$ cat config.mk
export PLATFORM = sky130hd
export DESIGN_NAME = seq_top
export DESIGN_NICKNAME = d
export VERILOG_FILES = /design/src/verilog/seq_pkg.sv /design/src/verilog/ms_tick.sv /design/src/verilog/grp_seq.sv /design/src/verilog/seq_top.sv
export SDC_FILE = /design/constraint.sdc
export NUM_CORES = 1
export LEC_CHECK = 0
export BUFFER_PORTS_ARGS = -buffer_cell sky130_fd_sc_hd__buf_2
export CAP_MARGIN = 5
export CORE_MARGIN = 5
export CORE_UTILIZATION = 50
export DETAILED_ROUTE_END_ITERATION = 12
export PLACE_DENSITY_LB_ADDON = 0.12
export SYNTH_ARGS = -nofsm -noshare
export SYNTH_HDL_FRONTEND = slang
export SYNTH_SLANG_ARGS = --single-unit
$ cat constraint.sdc
create_clock -name pclk -period 3.5 [get_ports pclk]
set_clock_uncertainty 0.05 [all_clocks]
set_input_delay 0.35 -clock pclk [delete_from_list [all_inputs] [get_ports pclk]]
set_output_delay 0.35 -clock pclk [all_outputs]
set_load 0.05 [all_outputs]
$ cat src/verilog/seq_pkg.sv
// Constants, register map and types shared by the channel sequencer files
package seq_pkg;
   // ==========================================================
   // Timing
   localparam int CLK_PERIOD_NS = 5;
   localparam int MS_NS         = 1000000;
   localparam int MS_CYCLES_DEF = (MS_NS + CLK_PERIOD_NS - 1) / CLK_PERIOD_NS;

   // ==========================================================
   // Sizes
   localparam int NUM_CH  = 4;
   localparam int NUM_GRP = 3;
   localparam int NUM_PIN = 5;
   localparam int ORD_W   = 2;
   localparam int DLY_W   = 8;
   localparam int RATE_W  = 16;
   localparam int SLOT_W  = 4;
   localparam logic [SLOT_W-1:0] SLOT_LAST = 4'hF;

   // ==========================================================
   // Register byte addresses
   localparam logic [7:0] ADDR_CTRL   = 8'h00;
   localparam logic [7:0] ADDR_CMD    = 8'h04;
   localparam logic [7:0] ADDR_PINSEL = 8'h08;
   localparam logic [7:0] ADDR_STATUS = 8'h0C;
   localparam logic [7:0] ADDR_MON    = 8'h10;
   localparam logic [7:0] ADDR_CHCFG  = 8'h20;
   localparam logic [7:0] ADDR_RAMP   = 8'h30;

   // ==========================================================
   // Field positions
   localparam int CTRL_STANDBY = 0;
   localparam int CTRL_AUTORST = 1;
   localparam int CMD_GUP_LSB  = 0;
   localparam int CMD_GDN_LSB  = 3;
   localparam int CMD_CUP_LSB  = 6;
   localparam int CMD_CDN_LSB  = 10;
   localparam int CFG_GRP_LSB  = 0;
   localparam int CFG_UORD_LSB = 2;
   localparam int CFG_DORD_LSB = 4;
   localparam int CFG_WPG      = 6;
   localparam int CFG_WSTOP    = 7;
   localparam int CFG_UDLY_LSB = 8;
   localparam int CFG_DDLY_LSB = 16;
   localparam int PSEL_G1_LSB  = 0;
   localparam int PSEL_G2_LSB  = 4;
   localparam int PSEL_W       = 3;
   localparam int PIN_OE_LSB   = 16;
   localparam int PIN_OUT_LSB  = 24;
   localparam int MON_TEMP_LSB = 8;
   localparam logic [1:0] GRP_NONE = 2'h3;

   // ==========================================================
   // Reset values and scaling
   localparam logic [31:0] CTRL_RST   = 32'h0000_0000;
   localparam logic [31:0] PINSEL_RST = 32'h0000_0077;
   localparam logic [31:0] CHCFG_RST  = 32'h0000_0000;
   localparam logic [15:0] RAMP_RST   = 16'h0000;
   localparam logic [15:0] VCC_STEP_MV = 16'h00C8;
   localparam logic [15:0] TEMP_STEP_C = 16'h0005;
   localparam logic [NUM_CH-1:0] CH_ALL      = 4'hF;
   localparam logic [NUM_CH-1:0] CH_INTERNAL = 4'hC;

   typedef enum logic [1:0] {
      S_IDLE  = 2'b00,
      S_SCAN  = 2'b01,
      S_DELAY = 2'b10,
      S_WAIT  = 2'b11
   } seq_state_t;

   function automatic logic [7:0] to_code(input logic [15:0] v,
                                          input logic [15:0] step);
      logic [15:0] q;
      q = v / step;
      return q[7:0];
   endfunction
endpackage

$ cat src/verilog/ms_tick.sv
// Millisecond tick generator
`timescale 1ns/1ps
module ms_tick #(
   parameter int CYCLES = 200000
) (
   input  wire logic pclk,
   input  wire logic presetn,
   input  wire logic clear,
   output logic      tick
);
   logic [31:0] cnt;
   wire         wrap = (cnt == 32'(CYCLES - 1));

   always_ff @(posedge pclk or negedge presetn) begin
      if (!presetn) begin
         cnt  <= 32'h0000_0000;
         tick <= 1'b0;
      end else begin
         cnt  <= (wrap || clear) ? 32'h0000_0000 : cnt + 32'h0000_0001;
         tick <= wrap && !clear;
      end
   end
endmodule

$ cat src/verilog/grp_seq.sv
// Ordered up/down walk over the member channels of one group
`timescale 1ns/1ps
module grp_seq import seq_pkg::*; (
   input  wire logic                    pclk,
   input  wire logic                    presetn,
   input  wire logic                    clear,
   input  wire logic                    tick,
   input  wire logic                    go_up,
   input  wire logic                    go_down,
   input  wire logic [NUM_CH-1:0]       member,
   input  wire logic [ORD_W*NUM_CH-1:0] up_ord,
   input  wire logic [ORD_W*NUM_CH-1:0] dn_ord,
   input  wire logic [NUM_CH-1:0]       wait_pg,
   input  wire logic [NUM_CH-1:0]       wait_stop,
   input  wire logic [DLY_W*NUM_CH-1:0] up_dly,
   input  wire logic [DLY_W*NUM_CH-1:0] dn_dly,
   input  wire logic [NUM_CH-1:0]       power_good_flag,
   input  wire logic [NUM_CH-1:0]       below_stop,
   output logic [NUM_CH-1:0]            on,
   output logic                         busy
);
   seq_state_t        state;
   seq_state_t        next_state;
   logic              up;
   logic [SLOT_W-1:0] slot;
   logic [DLY_W-1:0]  cnt;

   // Slot = {order position, channel}: every channel at one order value, then the next order value
   wire [1:0]       cur_ch  = slot[1:0];
   wire [ORD_W-1:0] cur_pos = slot[3:2];
   wire [ORD_W-1:0] cur_ord = up ? up_ord[cur_ch*ORD_W +: ORD_W]
                                 : dn_ord[cur_ch*ORD_W +: ORD_W];
   wire [DLY_W-1:0] cur_dly = up ? up_dly[cur_ch*DLY_W +: DLY_W]
                                 : dn_dly[cur_ch*DLY_W +: DLY_W];
   wire hit      = member[cur_ch] && (cur_ord == cur_pos);
   wire cur_wait = up ? wait_pg[cur_ch] : wait_stop[cur_ch];
   wire cond_met = up ? power_good_flag[cur_ch] : below_stop[cur_ch];
   wire go       = go_up || go_down;
   wire fire     = (state == S_DELAY) && (cnt == '0);
   wire advance  = ((state == S_SCAN) && !hit)
                || (fire && !cur_wait)
                || ((state == S_WAIT) && cond_met);

   always_comb begin
      next_state = state;
      unique case (state)
         S_IDLE:  next_state = S_IDLE;
         S_SCAN:  next_state = hit ? S_DELAY : S_SCAN;
         S_DELAY: if (fire) next_state = cur_wait ? S_WAIT : S_SCAN;
         S_WAIT:  if (cond_met) next_state = S_SCAN;
      endcase
      if (advance && slot == SLOT_LAST) next_state = S_IDLE;
      if (go) next_state = S_SCAN;
      if (clear) next_state = S_IDLE;
   end

   always_ff @(posedge pclk or negedge presetn) begin
      if (!presetn) begin
         state <= S_IDLE;
         up    <= 1'b0;
         slot  <= '0;
         cnt   <= '0;
         on    <= '0;
      end else begin
         state <= next_state;
         if (clear) begin
            on <= '0;
         end else if (go) begin
            up   <= go_up;
            slot <= '0;
         end else begin
            if (advance) slot <= slot + 4'h1;
            if (state == S_SCAN && hit) cnt <= cur_dly;
            else if (state == S_DELAY && tick && cnt != '0)
               cnt <= cnt - 8'h01;
            if (fire) on[cur_ch] <= up;
         end
      end
   end

   assign busy = (state != S_IDLE);
endmodule

$ cat src/verilog/seq_top.sv
// Channel group power sequencer with APB register file
`timescale 1ns/1ps
// Behaviour
// - Group 0 starts when enabled and configured
// - Group 0 shuts down when enable falls
// - Host commands override pin edges, not enable
// - Groups 1, 2 follow assigned pin edges
// - Ungrouped channels are controlled individually
// - Each channel ramps at its own rate
// - Rise follows per-channel start-up order
// - Optional wait for power good
// - Start-up delay in ms, 0 to 255
// - Fall follows per-channel shut-down order
// - Optional wait for stop threshold
// - Shut-down delay in ms, 0 to 255
// - Supply readback in 200 mV steps
// - Temperature readback in 5 C steps
// - Auto-reset and reboot after store programming
// - Enable input has weak pull-up
// - Enable held low keeps device shut down
// - Standby: channels off, pins input, clock off
// - Internal-only variant uses channels 2, 3
module seq_top import seq_pkg::*; #(
   parameter int   MS_CYCLES     = MS_CYCLES_DEF,
   parameter logic INTERNAL_ONLY = 1'b0
) (
   input  wire logic                     pclk,
   input  wire logic                     presetn,
   input  wire logic [7:0]               paddr,
   input  wire logic                     psel,
   input  wire logic                     penable,
   input  wire logic                     pwrite,
   input  wire logic [31:0]              pwdata,
   output logic      [31:0]              prdata,
   output logic                          pready,
   output logic                          pslverr,
   input  wire logic                     enable_in,
   input  wire logic                     cfg_loaded,
   input  wire logic                     nvm_prog_done,
   input  wire logic [NUM_PIN-1:0]       ctl_pin_in,
   output logic      [NUM_PIN-1:0]       ctl_pin_out,
   output logic      [NUM_PIN-1:0]       ctl_pin_oe,
   input  wire logic [NUM_CH-1:0]        power_good_flag,
   input  wire logic [NUM_CH-1:0]        below_stop,
   input  wire logic [15:0]              vcc_mv,
   input  wire logic [15:0]              temp_c,
   output logic      [NUM_CH-1:0]        ch_run,
   output logic      [RATE_W*NUM_CH-1:0] ch_ramp_rate,
   output logic                          enable_pullup_en,
   output logic                          sys_clk_en,
   output logic                          shutdown,
   output logic                          boot_req
);
   // ==========================================================
   // Register file
   logic [31:0]       ctrl;
   logic [31:0]       pinsel;
   logic [31:0]       chcfg [NUM_CH];
   logic [RATE_W-1:0] ramp  [NUM_CH];

   wire acc    = psel && penable;
   wire wr     = acc && pwrite;
   wire is_cfg = (paddr[7:4] == ADDR_CHCFG[7:4]) && (paddr[1:0] == 2'b00);
   wire is_rmp = (paddr[7:4] == ADDR_RAMP[7:4]) && (paddr[1:0] == 2'b00);
   wire [1:0] reg_idx = paddr[3:2];
   wire hit_ctrl = (paddr == ADDR_CTRL);
   wire hit_cmd  = (paddr == ADDR_CMD);
   wire hit_psel = (paddr == ADDR_PINSEL);
   wire hit_stat = (paddr == ADDR_STATUS);
   wire hit_mon  = (paddr == ADDR_MON);
   wire mapped   = hit_ctrl || hit_cmd || hit_psel || hit_stat
                || hit_mon || is_cfg || is_rmp;

   assign pready  = 1'b1;
   assign pslverr = acc && !mapped;

   wire standby = ctrl[CTRL_STANDBY];
   wire autorst = ctrl[CTRL_AUTORST];

   // Host command pulses, one cycle wide, from a write to the command word
   wire cmd_wr = wr && hit_cmd;
   wire [NUM_GRP-1:0] host_gup =
      cmd_wr ? pwdata[CMD_GUP_LSB +: NUM_GRP] : '0;
   wire [NUM_GRP-1:0] host_gdn =
      cmd_wr ? pwdata[CMD_GDN_LSB +: NUM_GRP] : '0;
   wire [NUM_CH-1:0] host_cup =
      cmd_wr ? pwdata[CMD_CUP_LSB +: NUM_CH] : '0;
   wire [NUM_CH-1:0] host_cdn =
      cmd_wr ? pwdata[CMD_CDN_LSB +: NUM_CH] : '0;

   always_ff @(posedge pclk or negedge presetn) begin
      if (!presetn) begin
         ctrl   <= CTRL_RST;
         pinsel <= PINSEL_RST;
         for (int i = 0; i < NUM_CH; i++) begin
            chcfg[i] <= CHCFG_RST;
            ramp[i]  <= RAMP_RST;
         end
      end else if (wr) begin
         if (hit_ctrl) ctrl <= pwdata;
         if (hit_psel) pinsel <= pwdata;
         if (is_cfg) chcfg[reg_idx] <= pwdata;
         if (is_rmp) ramp[reg_idx] <= pwdata[RATE_W-1:0];
      end
   end

   // ==========================================================
   // Channel configuration fields
   logic [NUM_CH-1:0]       mem_g [NUM_GRP];
   logic [NUM_CH-1:0]       solo;
   logic [ORD_W*NUM_CH-1:0] up_ord;
   logic [ORD_W*NUM_CH-1:0] dn_ord;
   logic [NUM_CH-1:0]       wait_pg;
   logic [NUM_CH-1:0]       wait_stop;
   logic [DLY_W*NUM_CH-1:0] up_dly;
   logic [DLY_W*NUM_CH-1:0] dn_dly;

   always_comb begin
      for (int i = 0; i < NUM_CH; i++) begin
         for (int g = 0; g < NUM_GRP; g++)
            mem_g[g][i] = (chcfg[i][CFG_GRP_LSB +: 2] == 2'(g));
         solo[i] = (chcfg[i][CFG_GRP_LSB +: 2] == GRP_NONE);
         up_ord[i*ORD_W +: ORD_W] = chcfg[i][CFG_UORD_LSB +: ORD_W];
         dn_ord[i*ORD_W +: ORD_W] = chcfg[i][CFG_DORD_LSB +: ORD_W];
         wait_pg[i]   = chcfg[i][CFG_WPG];
         wait_stop[i] = chcfg[i][CFG_WSTOP];
         up_dly[i*DLY_W +: DLY_W] = chcfg[i][CFG_UDLY_LSB +: DLY_W];
         dn_dly[i*DLY_W +: DLY_W] = chcfg[i][CFG_DDLY_LSB +: DLY_W];
         ch_ramp_rate[i*RATE_W +: RATE_W] = ramp[i];
      end
   end

   // ==========================================================
   // Group triggers
   logic               en_ok_q;
   logic [2:1]         pin_q;
   logic [NUM_CH-1:0]  solo_on;
   logic               clear;

   wire en_ok = enable_in && cfg_loaded;
   wire [PSEL_W-1:0] sel1 = pinsel[PSEL_G1_LSB +: PSEL_W];
   wire [PSEL_W-1:0] sel2 = pinsel[PSEL_G2_LSB +: PSEL_W];
   // Out-of-range selection means no pin controls the group
   wire pin1 = (sel1 < PSEL_W'(NUM_PIN)) ? ctl_pin_in[sel1] : 1'b0;
   wire pin2 = (sel2 < PSEL_W'(NUM_PIN)) ? ctl_pin_in[sel2] : 1'b0;

   wire [NUM_GRP-1:0] pin_up;
   wire [NUM_GRP-1:0] pin_dn;
   assign pin_up[0] = en_ok && !en_ok_q;
   assign pin_dn[0] = !en_ok && en_ok_q;
   assign pin_up[1] = pin1 && !pin_q[1];
   assign pin_dn[1] = !pin1 && pin_q[1];
   assign pin_up[2] = pin2 && !pin_q[2];
   assign pin_dn[2] = !pin2 && pin_q[2];

   // A host command to a group masks any pin edge in the same cycle
   wire [NUM_GRP-1:0] host_any = host_gup | host_gdn;
   wire [NUM_GRP-1:0] go_up = host_gup | (pin_up & ~host_any);
   wire [NUM_GRP-1:0] go_dn = (host_gdn & ~host_gup)
                            | (pin_dn & ~host_any);

   // Reboot drops every sequence and re-arms the enable edge
   assign clear = nvm_prog_done && autorst;

   always_ff @(posedge pclk or negedge presetn) begin
      if (!presetn) begin
         en_ok_q  <= 1'b0;
         pin_q    <= '0;
         solo_on  <= '0;
         boot_req <= 1'b0;
      end else begin
         en_ok_q  <= clear ? 1'b0 : en_ok;
         // Pin history holds in standby, so a pin edge then keeps re-triggering its group until standby ends
         pin_q    <= standby ? pin_q : {pin2, pin1};
         boot_req <= clear;
         if (clear || shutdown)
            solo_on <= '0;
         else
            solo_on <= (solo_on | (host_cup & solo)) & ~host_cdn;
      end
   end

   // ==========================================================
   // Group walkers
   wire               tick;
   wire [NUM_CH-1:0]  grp_on [NUM_GRP];
   wire [NUM_GRP-1:0] grp_busy;

   ms_tick #(.CYCLES(MS_CYCLES)) u_tick (
      .pclk    (pclk),
      .presetn (presetn),
      .clear   (clear),
      .tick    (tick)
   );

   for (genvar g = 0; g < NUM_GRP; g++) begin : g_grp
      grp_seq u_seq (
         .pclk            (pclk),
         .presetn         (presetn),
         .clear           (clear),
         .tick            (tick),
         .go_up           (go_up[g]),
         .go_down         (go_dn[g]),
         .member          (mem_g[g]),
         .up_ord          (up_ord),
         .dn_ord          (dn_ord),
         .wait_pg         (wait_pg),
         .wait_stop       (wait_stop),
         .up_dly          (up_dly),
         .dn_dly          (dn_dly),
         .power_good_flag (power_good_flag),
         .below_stop      (below_stop),
         .on              (grp_on[g]),
         .busy            (grp_busy[g])
      );
   end

   // ==========================================================
   // Channel outputs and pins
   // Each channel sits in one group only, so an OR of masked walkers
   wire [NUM_CH-1:0] avail = INTERNAL_ONLY ? CH_INTERNAL : CH_ALL;
   wire [NUM_CH-1:0] want  = (grp_on[0] & mem_g[0])
                           | (grp_on[1] & mem_g[1])
                           | (grp_on[2] & mem_g[2])
                           | (solo_on & solo);

   always_ff @(posedge pclk or negedge presetn) begin
      if (!presetn) begin
         ch_run      <= '0;
         ctl_pin_oe  <= '0;
         ctl_pin_out <= '0;
         shutdown    <= 1'b1;
         sys_clk_en  <= 1'b0;
      end else begin
         shutdown    <= !enable_in;
         sys_clk_en  <= !standby;
         ch_run      <= (standby || shutdown) ? '0 : (want & avail);
         ctl_pin_oe  <= standby ? '0 : pinsel[PIN_OE_LSB +: NUM_PIN];
         ctl_pin_out <= pinsel[PIN_OUT_LSB +: NUM_PIN];
      end
   end

   // Pull-up request stays on so a floating enable still starts the part
   assign enable_pullup_en = 1'b1;

   // ==========================================================
   // Read data
   wire [7:0] vcc_code  = to_code(vcc_mv, VCC_STEP_MV);
   wire [7:0] temp_code = to_code(temp_c, TEMP_STEP_C);
   wire [31:0] status = {17'h0, standby, shutdown, grp_busy,
                         power_good_flag, 2'h0, ch_run};
   wire [31:0] mon = {16'h0, temp_code, vcc_code} & 32'h0000_FFFF;

   logic [31:0] next_prdata;
   always_comb begin
      next_prdata = 32'h0000_0000;
      if (hit_ctrl) next_prdata = ctrl;
      if (hit_psel) next_prdata = pinsel;
      if (hit_stat) next_prdata = status;
      if (hit_mon)  next_prdata = mon;
      if (is_cfg)   next_prdata = chcfg[reg_idx];
      if (is_rmp)   next_prdata = {16'h0, ramp[reg_idx]};
   end

   // Read data is latched in the setup cycle, valid in the access phase
   always_ff @(posedge pclk or negedge presetn) begin
      if (!presetn) prdata <= 32'h0000_0000;
      else if (psel && !penable && !pwrite) prdata <= next_prdata;
   end
endmodule

# Yosys cells after proc, flatten, opt, wreduce, memory -nomap -nowiden
# Cells that the tools add are included.
[word_totals]
register_bits = 402
latch_bits = 0
mem_bits_rw = 0
rom_bits = 0
inputBits = 93
out_inout_bits = 116
elab_cells = 396
mem_count = 0
[op_classes]
n_addsub = 7
mul = 0
n_div = 2
magnitude_cmp = 12
n_eq_ne = 43
shift = 12
muxes = 129
n_bitwise = 24
n_reduce_logical = 130
[op_table]
columns = ["cell", "n"]
rows = [
  ["$mux W32", 10],
  ["$shiftx A32 B6 Y8", 6],
  ["$bwmux W128", 1],
  ["$mux W4", 19],
  ["$mux W8", 9],
  ["$bmux W32 S2", 1],
  ["$bwmux W64", 1],
  ["$demux W32 S2", 1],
  ["$logic_and A1 B1 Y1", 48],
  ["$mux W16", 3],
  ["$mux W2", 24],
  ["$shiftx A8 B4 Y2", 6],
  ["$add A32 B1 Y32 const B", 1],
  ["$bmux W16 S2", 1],
  ["$demux W16 S2", 1],
  ["$eq A32 B18 Y1 const B", 1],
  ["$logic_not A8 Y1", 4],
  ["$reduce_and A2 Y1", 16],
  ["$bmux W1 S2", 15],
  ["$ne A5 B3 Y1 const B", 6],
  ["$mux W1", 29],
  ["$eq A2 B2 Y1 const B", 14],
  ["$and A4 B4 Y4", 6],
  ["$pmux W2 S4", 3],
  ["36 further kinds", 133],
]

# Longest topological paths before layout
[depth]
depth_word = 12
depth_mapped = 25
mapped_depth_nobuf = 21

# Cells and area by module
# From an unflattened synthesis, not the netlist that was laid out.
[unflattened]
cells_unflattened = 2280
hier_area_um2 = 25175.4
[by_module_without_submodules]
columns = ["module", "n_inst", "cells_per_inst", "area_per_inst_um2"]
rows = [
  ["seq_top", 1, 1481, 17159.0],
  ["grp_seq (g_grp[0].u_seq ...)", 2, 207, 2090.8],
  ["grp_seq (g_grp[2].u_seq)", 1, 209, 2094.5],
  ["ms_tick", 1, 176, 1740.4],
]

# Least setup slack after synthesis
# Ideal clock, no wire load.
[synth_path]
path_kind = "input -> register"
from = "input port temp_c[15]"
to = "register prdata[8]"
setup_ps = 128
arrival_ps = 5387
required_time_ps = 3322
setup_slack_ps = -2065
stages = 23
cell_sequence = "buf_2 -> inv_1 -> or3_4 -> a31oi_2 -> nor3_2 -> or4_4 -> a21oi_4 -> nor4_1 -> or3_1 -> and2_1 -> buf_6 -> or4_1 -> a31oi_1 -> nor3_1 -> o31ai_1 -> nand2_2 -> xnor2_1 -> ha_1 -> inv_1 -> o2111a_1 -> o31ai_1 -> nor4bb_1 -> nor3_1"
[synth_between]
elab_chain_cells = 4
[synth_lines]
columns = ["item", "line", "text"]
rows = [
  ["start, declared", "seq_top.sv:46", "input wire logic [15:0] temp_c,"],
  ["$div A16 B3 Y16", "seq_pkg.sv:74", "q = v / step;"],
  ["$mux W32", "seq_top.sv:260", "if (hit_mon) next_prdata = mon;"],
  ["$mux W32", "seq_top.sv:261", "if (is_cfg) next_prdata = chcfg[reg_idx];"],
  ["$mux W32", "seq_top.sv:262", "if (is_rmp) next_prdata = {16'h0, ramp[reg_idx]};"],
  ["end signal, assigned", "seq_top.sv:268", "else if (psel && !penable && !pwrite) prdata <= next_prdata;"],
  ["end, declared", "seq_top.sv:34", "output logic [31:0] prdata,"],
]
# No other way between the ends.
# A chain may end at the register's enable or synchronous reset.

# Final worst setup path
# Ends and elaborated chain as after synthesis.

==> results.md <==
* Outcome: finished, violations left
* Violated checks: negative setup slack
* Critical path arrival at 5.51 ns
* Final setup violation count at 8
* Seq/Total Area, Yosys at 40.7%
* Fill cells at 3873
* Gr usage total at 29.3%
* WP data required at about 3.9 ns
* Top fanout value on the critical path at 6
* Sequential fraction of design power at 33.9%
* Num CTS Buffers at 43
* Sw Share at between 30% and 40%
* Achievable clock frequency at 0.196 GHz
* Unique masters post-synth at 110
* Worst Tran Pin Value at 1.10 ns
* Fraction of layout cells with a size suffix above 1 at 44.4%
* Largest cells by area after synthesis: dfrtp_1, mux2_2, mux4_2, nand2_1, nor2_1
* Psw at 5.56 mW
* DP Area at 28700 um^2
* WL per Instance at 23.5 um
* Nets@finish at 2831
* Post-synth top area share at 40.0%
* Die Height at 232 um
* VDD IR-drop max at 0.404 mV
* Area Growth Syn to Fin at 26.7%
* ANT nets after route at 0
* Worst-skew pair later-pin latency at between 0.5 and 0.6 ns
* Syn Area/Cell at about 11 um^2
* Total routed wirelength at about 80000 um
* Synth Flop Type: dfrtp_1
* End of the critical path: prdata[8]
* Synth top cells by count: dfrtp_1, mux2_2, nand2_1
* CP delay by family, top: simple AND/OR/NAND/NOR gates
* Clock Sinks at 402
* Max stage delay on crit path at slightly below 0.5 ns
* Post-Layout Cell Count at roughly 3400
* Fin. max-slew vios at 0
* Startpoint Class: input port
* Routed vias at 21400
* Power Dens Cells at 507 nW/um^2
* Core ar. at 49000 um^2
* IO Pins at 209
* Fin crit share at 146%
* Worst setup path start: temp_c[15]
* Initial antenna violation count at 3
* Vias per inst at 6.24
* Synthesis Warnings at 0
* Final Power at 15.9 mW
* Instance count on the critical path at 25
* CTS H-tree lvls at 2
* First-pass DRT Iterations at 5
* RSZ-0062 raised after global routing: true
* CP bufs+invs at 4
* Post-route setup slack at -1.60 ns
* FFs w/ async S/R, synth at 100%
* Max Cap Viol at 0
* Logic pwr share at between 30 and 40%
* Initial core utilization at 50.5%
* Kind of critical path: in2reg
* IO buf count at 203
* DR DRC count at 0
* Post-synth EDFFs at 0
* DP Wirelength at about 57000 um
* Number of global-route vias before repair at 21200
* Reg2Reg Depth at 13
* Hold Slack at between 0.02 and 0.025 ns
* Clock power share at 30.0%
* DP Cell Count at 3281
* Worst slew margin at 26.6%
* Die area at 54000 um^2
* Root buffer cell: clkbuf_16
* Pin count of the biggest net entering global routing at 84
* Origin of the critical flop-to-flop path: g_grp[0].u_seq.cnt[0]
* Die width at 232 um
* Post-route cell area at approximately 31000 um^2
* Cells after Synth at 2288
* First-pass GRT wire length at 125000 um
* Post-Synthesis Cell Area at 24700 um^2
* Crit end category: register
* Grt ovf at 0
* Yosys top cell by area: dfrtp_1
* Internal at ~10 mW
* #FFs+latches synth at 402
* Lkg Pwr at 14.2 nW
* Worst flop-to-flop path endpoint: g_grp[0].u_seq.slot[3]
* TNS Setup at -7.33 ns
* Most frequent cell after synthesis: dfrtp_1
* Final min period at 5.10 ns
* CTS tree: done
* Clk pin slew, worst setup/hold paths at 0.06 ns
* Tightest Hold Check Type: in2reg
* Initial DRC Count at between 1500 and 2000
* Num rows at 81
* Reg2Reg Setup Slack at 0.20 ns
* GPL Wtd Cong at around 0.92
* Final hold viol count at 0
* Critical-path top delay cell: or4_4
* Max clock buf depth at 3
==> area by class of cell <==
type	instances	area, um^2	share of cell area, %
antenna	4	10.0	0.0320
clock buffer	62	1280	4.08
clock inverter	18	209	0.667
inverter	50	188	0.599
multi-input combinational	1665	14800	47.4
sequential	402	10100	32.1
tap	664	831	2.65
timing repair buffer	558	3890	12.4
==> how the worst min path moves through the flow <==
stage                           to  depth (start not counted)  slack (ns)       start
finish                  chcfg[121]                          2        0.02  pwdata[25]
global route             chcfg[89]                          2        0.03  pwdata[25]
global placement    ctl_pin_out[1]                          0        0.34  pinsel[25]
floorplan                 boot_req                          0       0.004     presetn
CTS                     chcfg[121]                          2       0.002  pwdata[25]
detailed placement  ctl_pin_out[0]                          0        0.34  pinsel[24]
==> metal layers <==
metal,track usage [%],vias up,share of wire [%]
met2,46.6,804,47
met4,10.8,2,4.0
met1,40.2,10800,42
met3,5.94,187,7.2
li1,-,9583,-
met5,0,-,0.016
==> cells by family after synthesis <==
family,synth area share [%]
DFF,40.7
AOI/OAI and AO/OA,15.2
adders and majority gates,1.16
xor gates and xnor gates,1.70
muxes,25.2
buffers and inverters,3.57
and+or+nand+nor,12.4
other,0.0152
==> state kept, by name, indices dropped and copies added (netlist names) <==
signal,cells
prdata,32
ctl_pin_out,5
chcfg,128
solo_on,4
g_grp.u_seq.state,6
ch_ramp_rate,64
boot_req,1
sys_clk_en,1
pinsel,32
u_tick.tick,1
shutdown,1
ctrl,32
g_grp.u_seq.on,12
ctl_pin_oe,5
pin_q,2
u_tick.cnt,32
g_grp.u_seq.up,3
g_grp.u_seq.slot,12
en_ok_q,1
ch_run,4
g_grp.u_seq.cnt,24
==> layout by cell type, fill, tap and decap left out, types with 22 or more instances in the layout <==
master and n:
buf_2 195, nand3_1 47, nor3_1 33, mux4_2 126
inv_1 46, o21ai_0 93, a31oi_1 33, nor2_1 154
o211ai_1 25, nand2_1 171, a21oi_1 100, a22oi_1 34
nor2b_1 22, xnor2_1 24, mux2_2 278, clkbuf_16 43
buf_4 334, dfrtp_1 395
==> what timing repair did <==
item | in CTS | in global routing
setup buffers | 38 | 16
endpoints found under the setup margin | 8 | 12
pin swaps | 58 | 50
hold buffers | 4 | 0
resized for setup | 87 | 56
endpoints found under the hold margin | 79 | 0
==> power groups by stage <==
stage,Sequential [mW],Combinational (mW),Clock [mW]
floorplan,5.49,3.16,0
global placement,5.44,5.08,0
detailed placement,5.46,5.15,0
CTS,5.38,5.44,4.83
global route,5.44,6.20,5.01
finish,5.39,5.74,4.76
==> through the flow <==
step	utilization, %	setup slack (ns)
floorplan	-	-1.70
global placement	58.6	-2.13
detailed placement	58.6	-2.20
CTS	63.1	-1.40
global route	64.0	-1.78
finish	64.0	-1.60
Power figures use the tool's default switching activity.
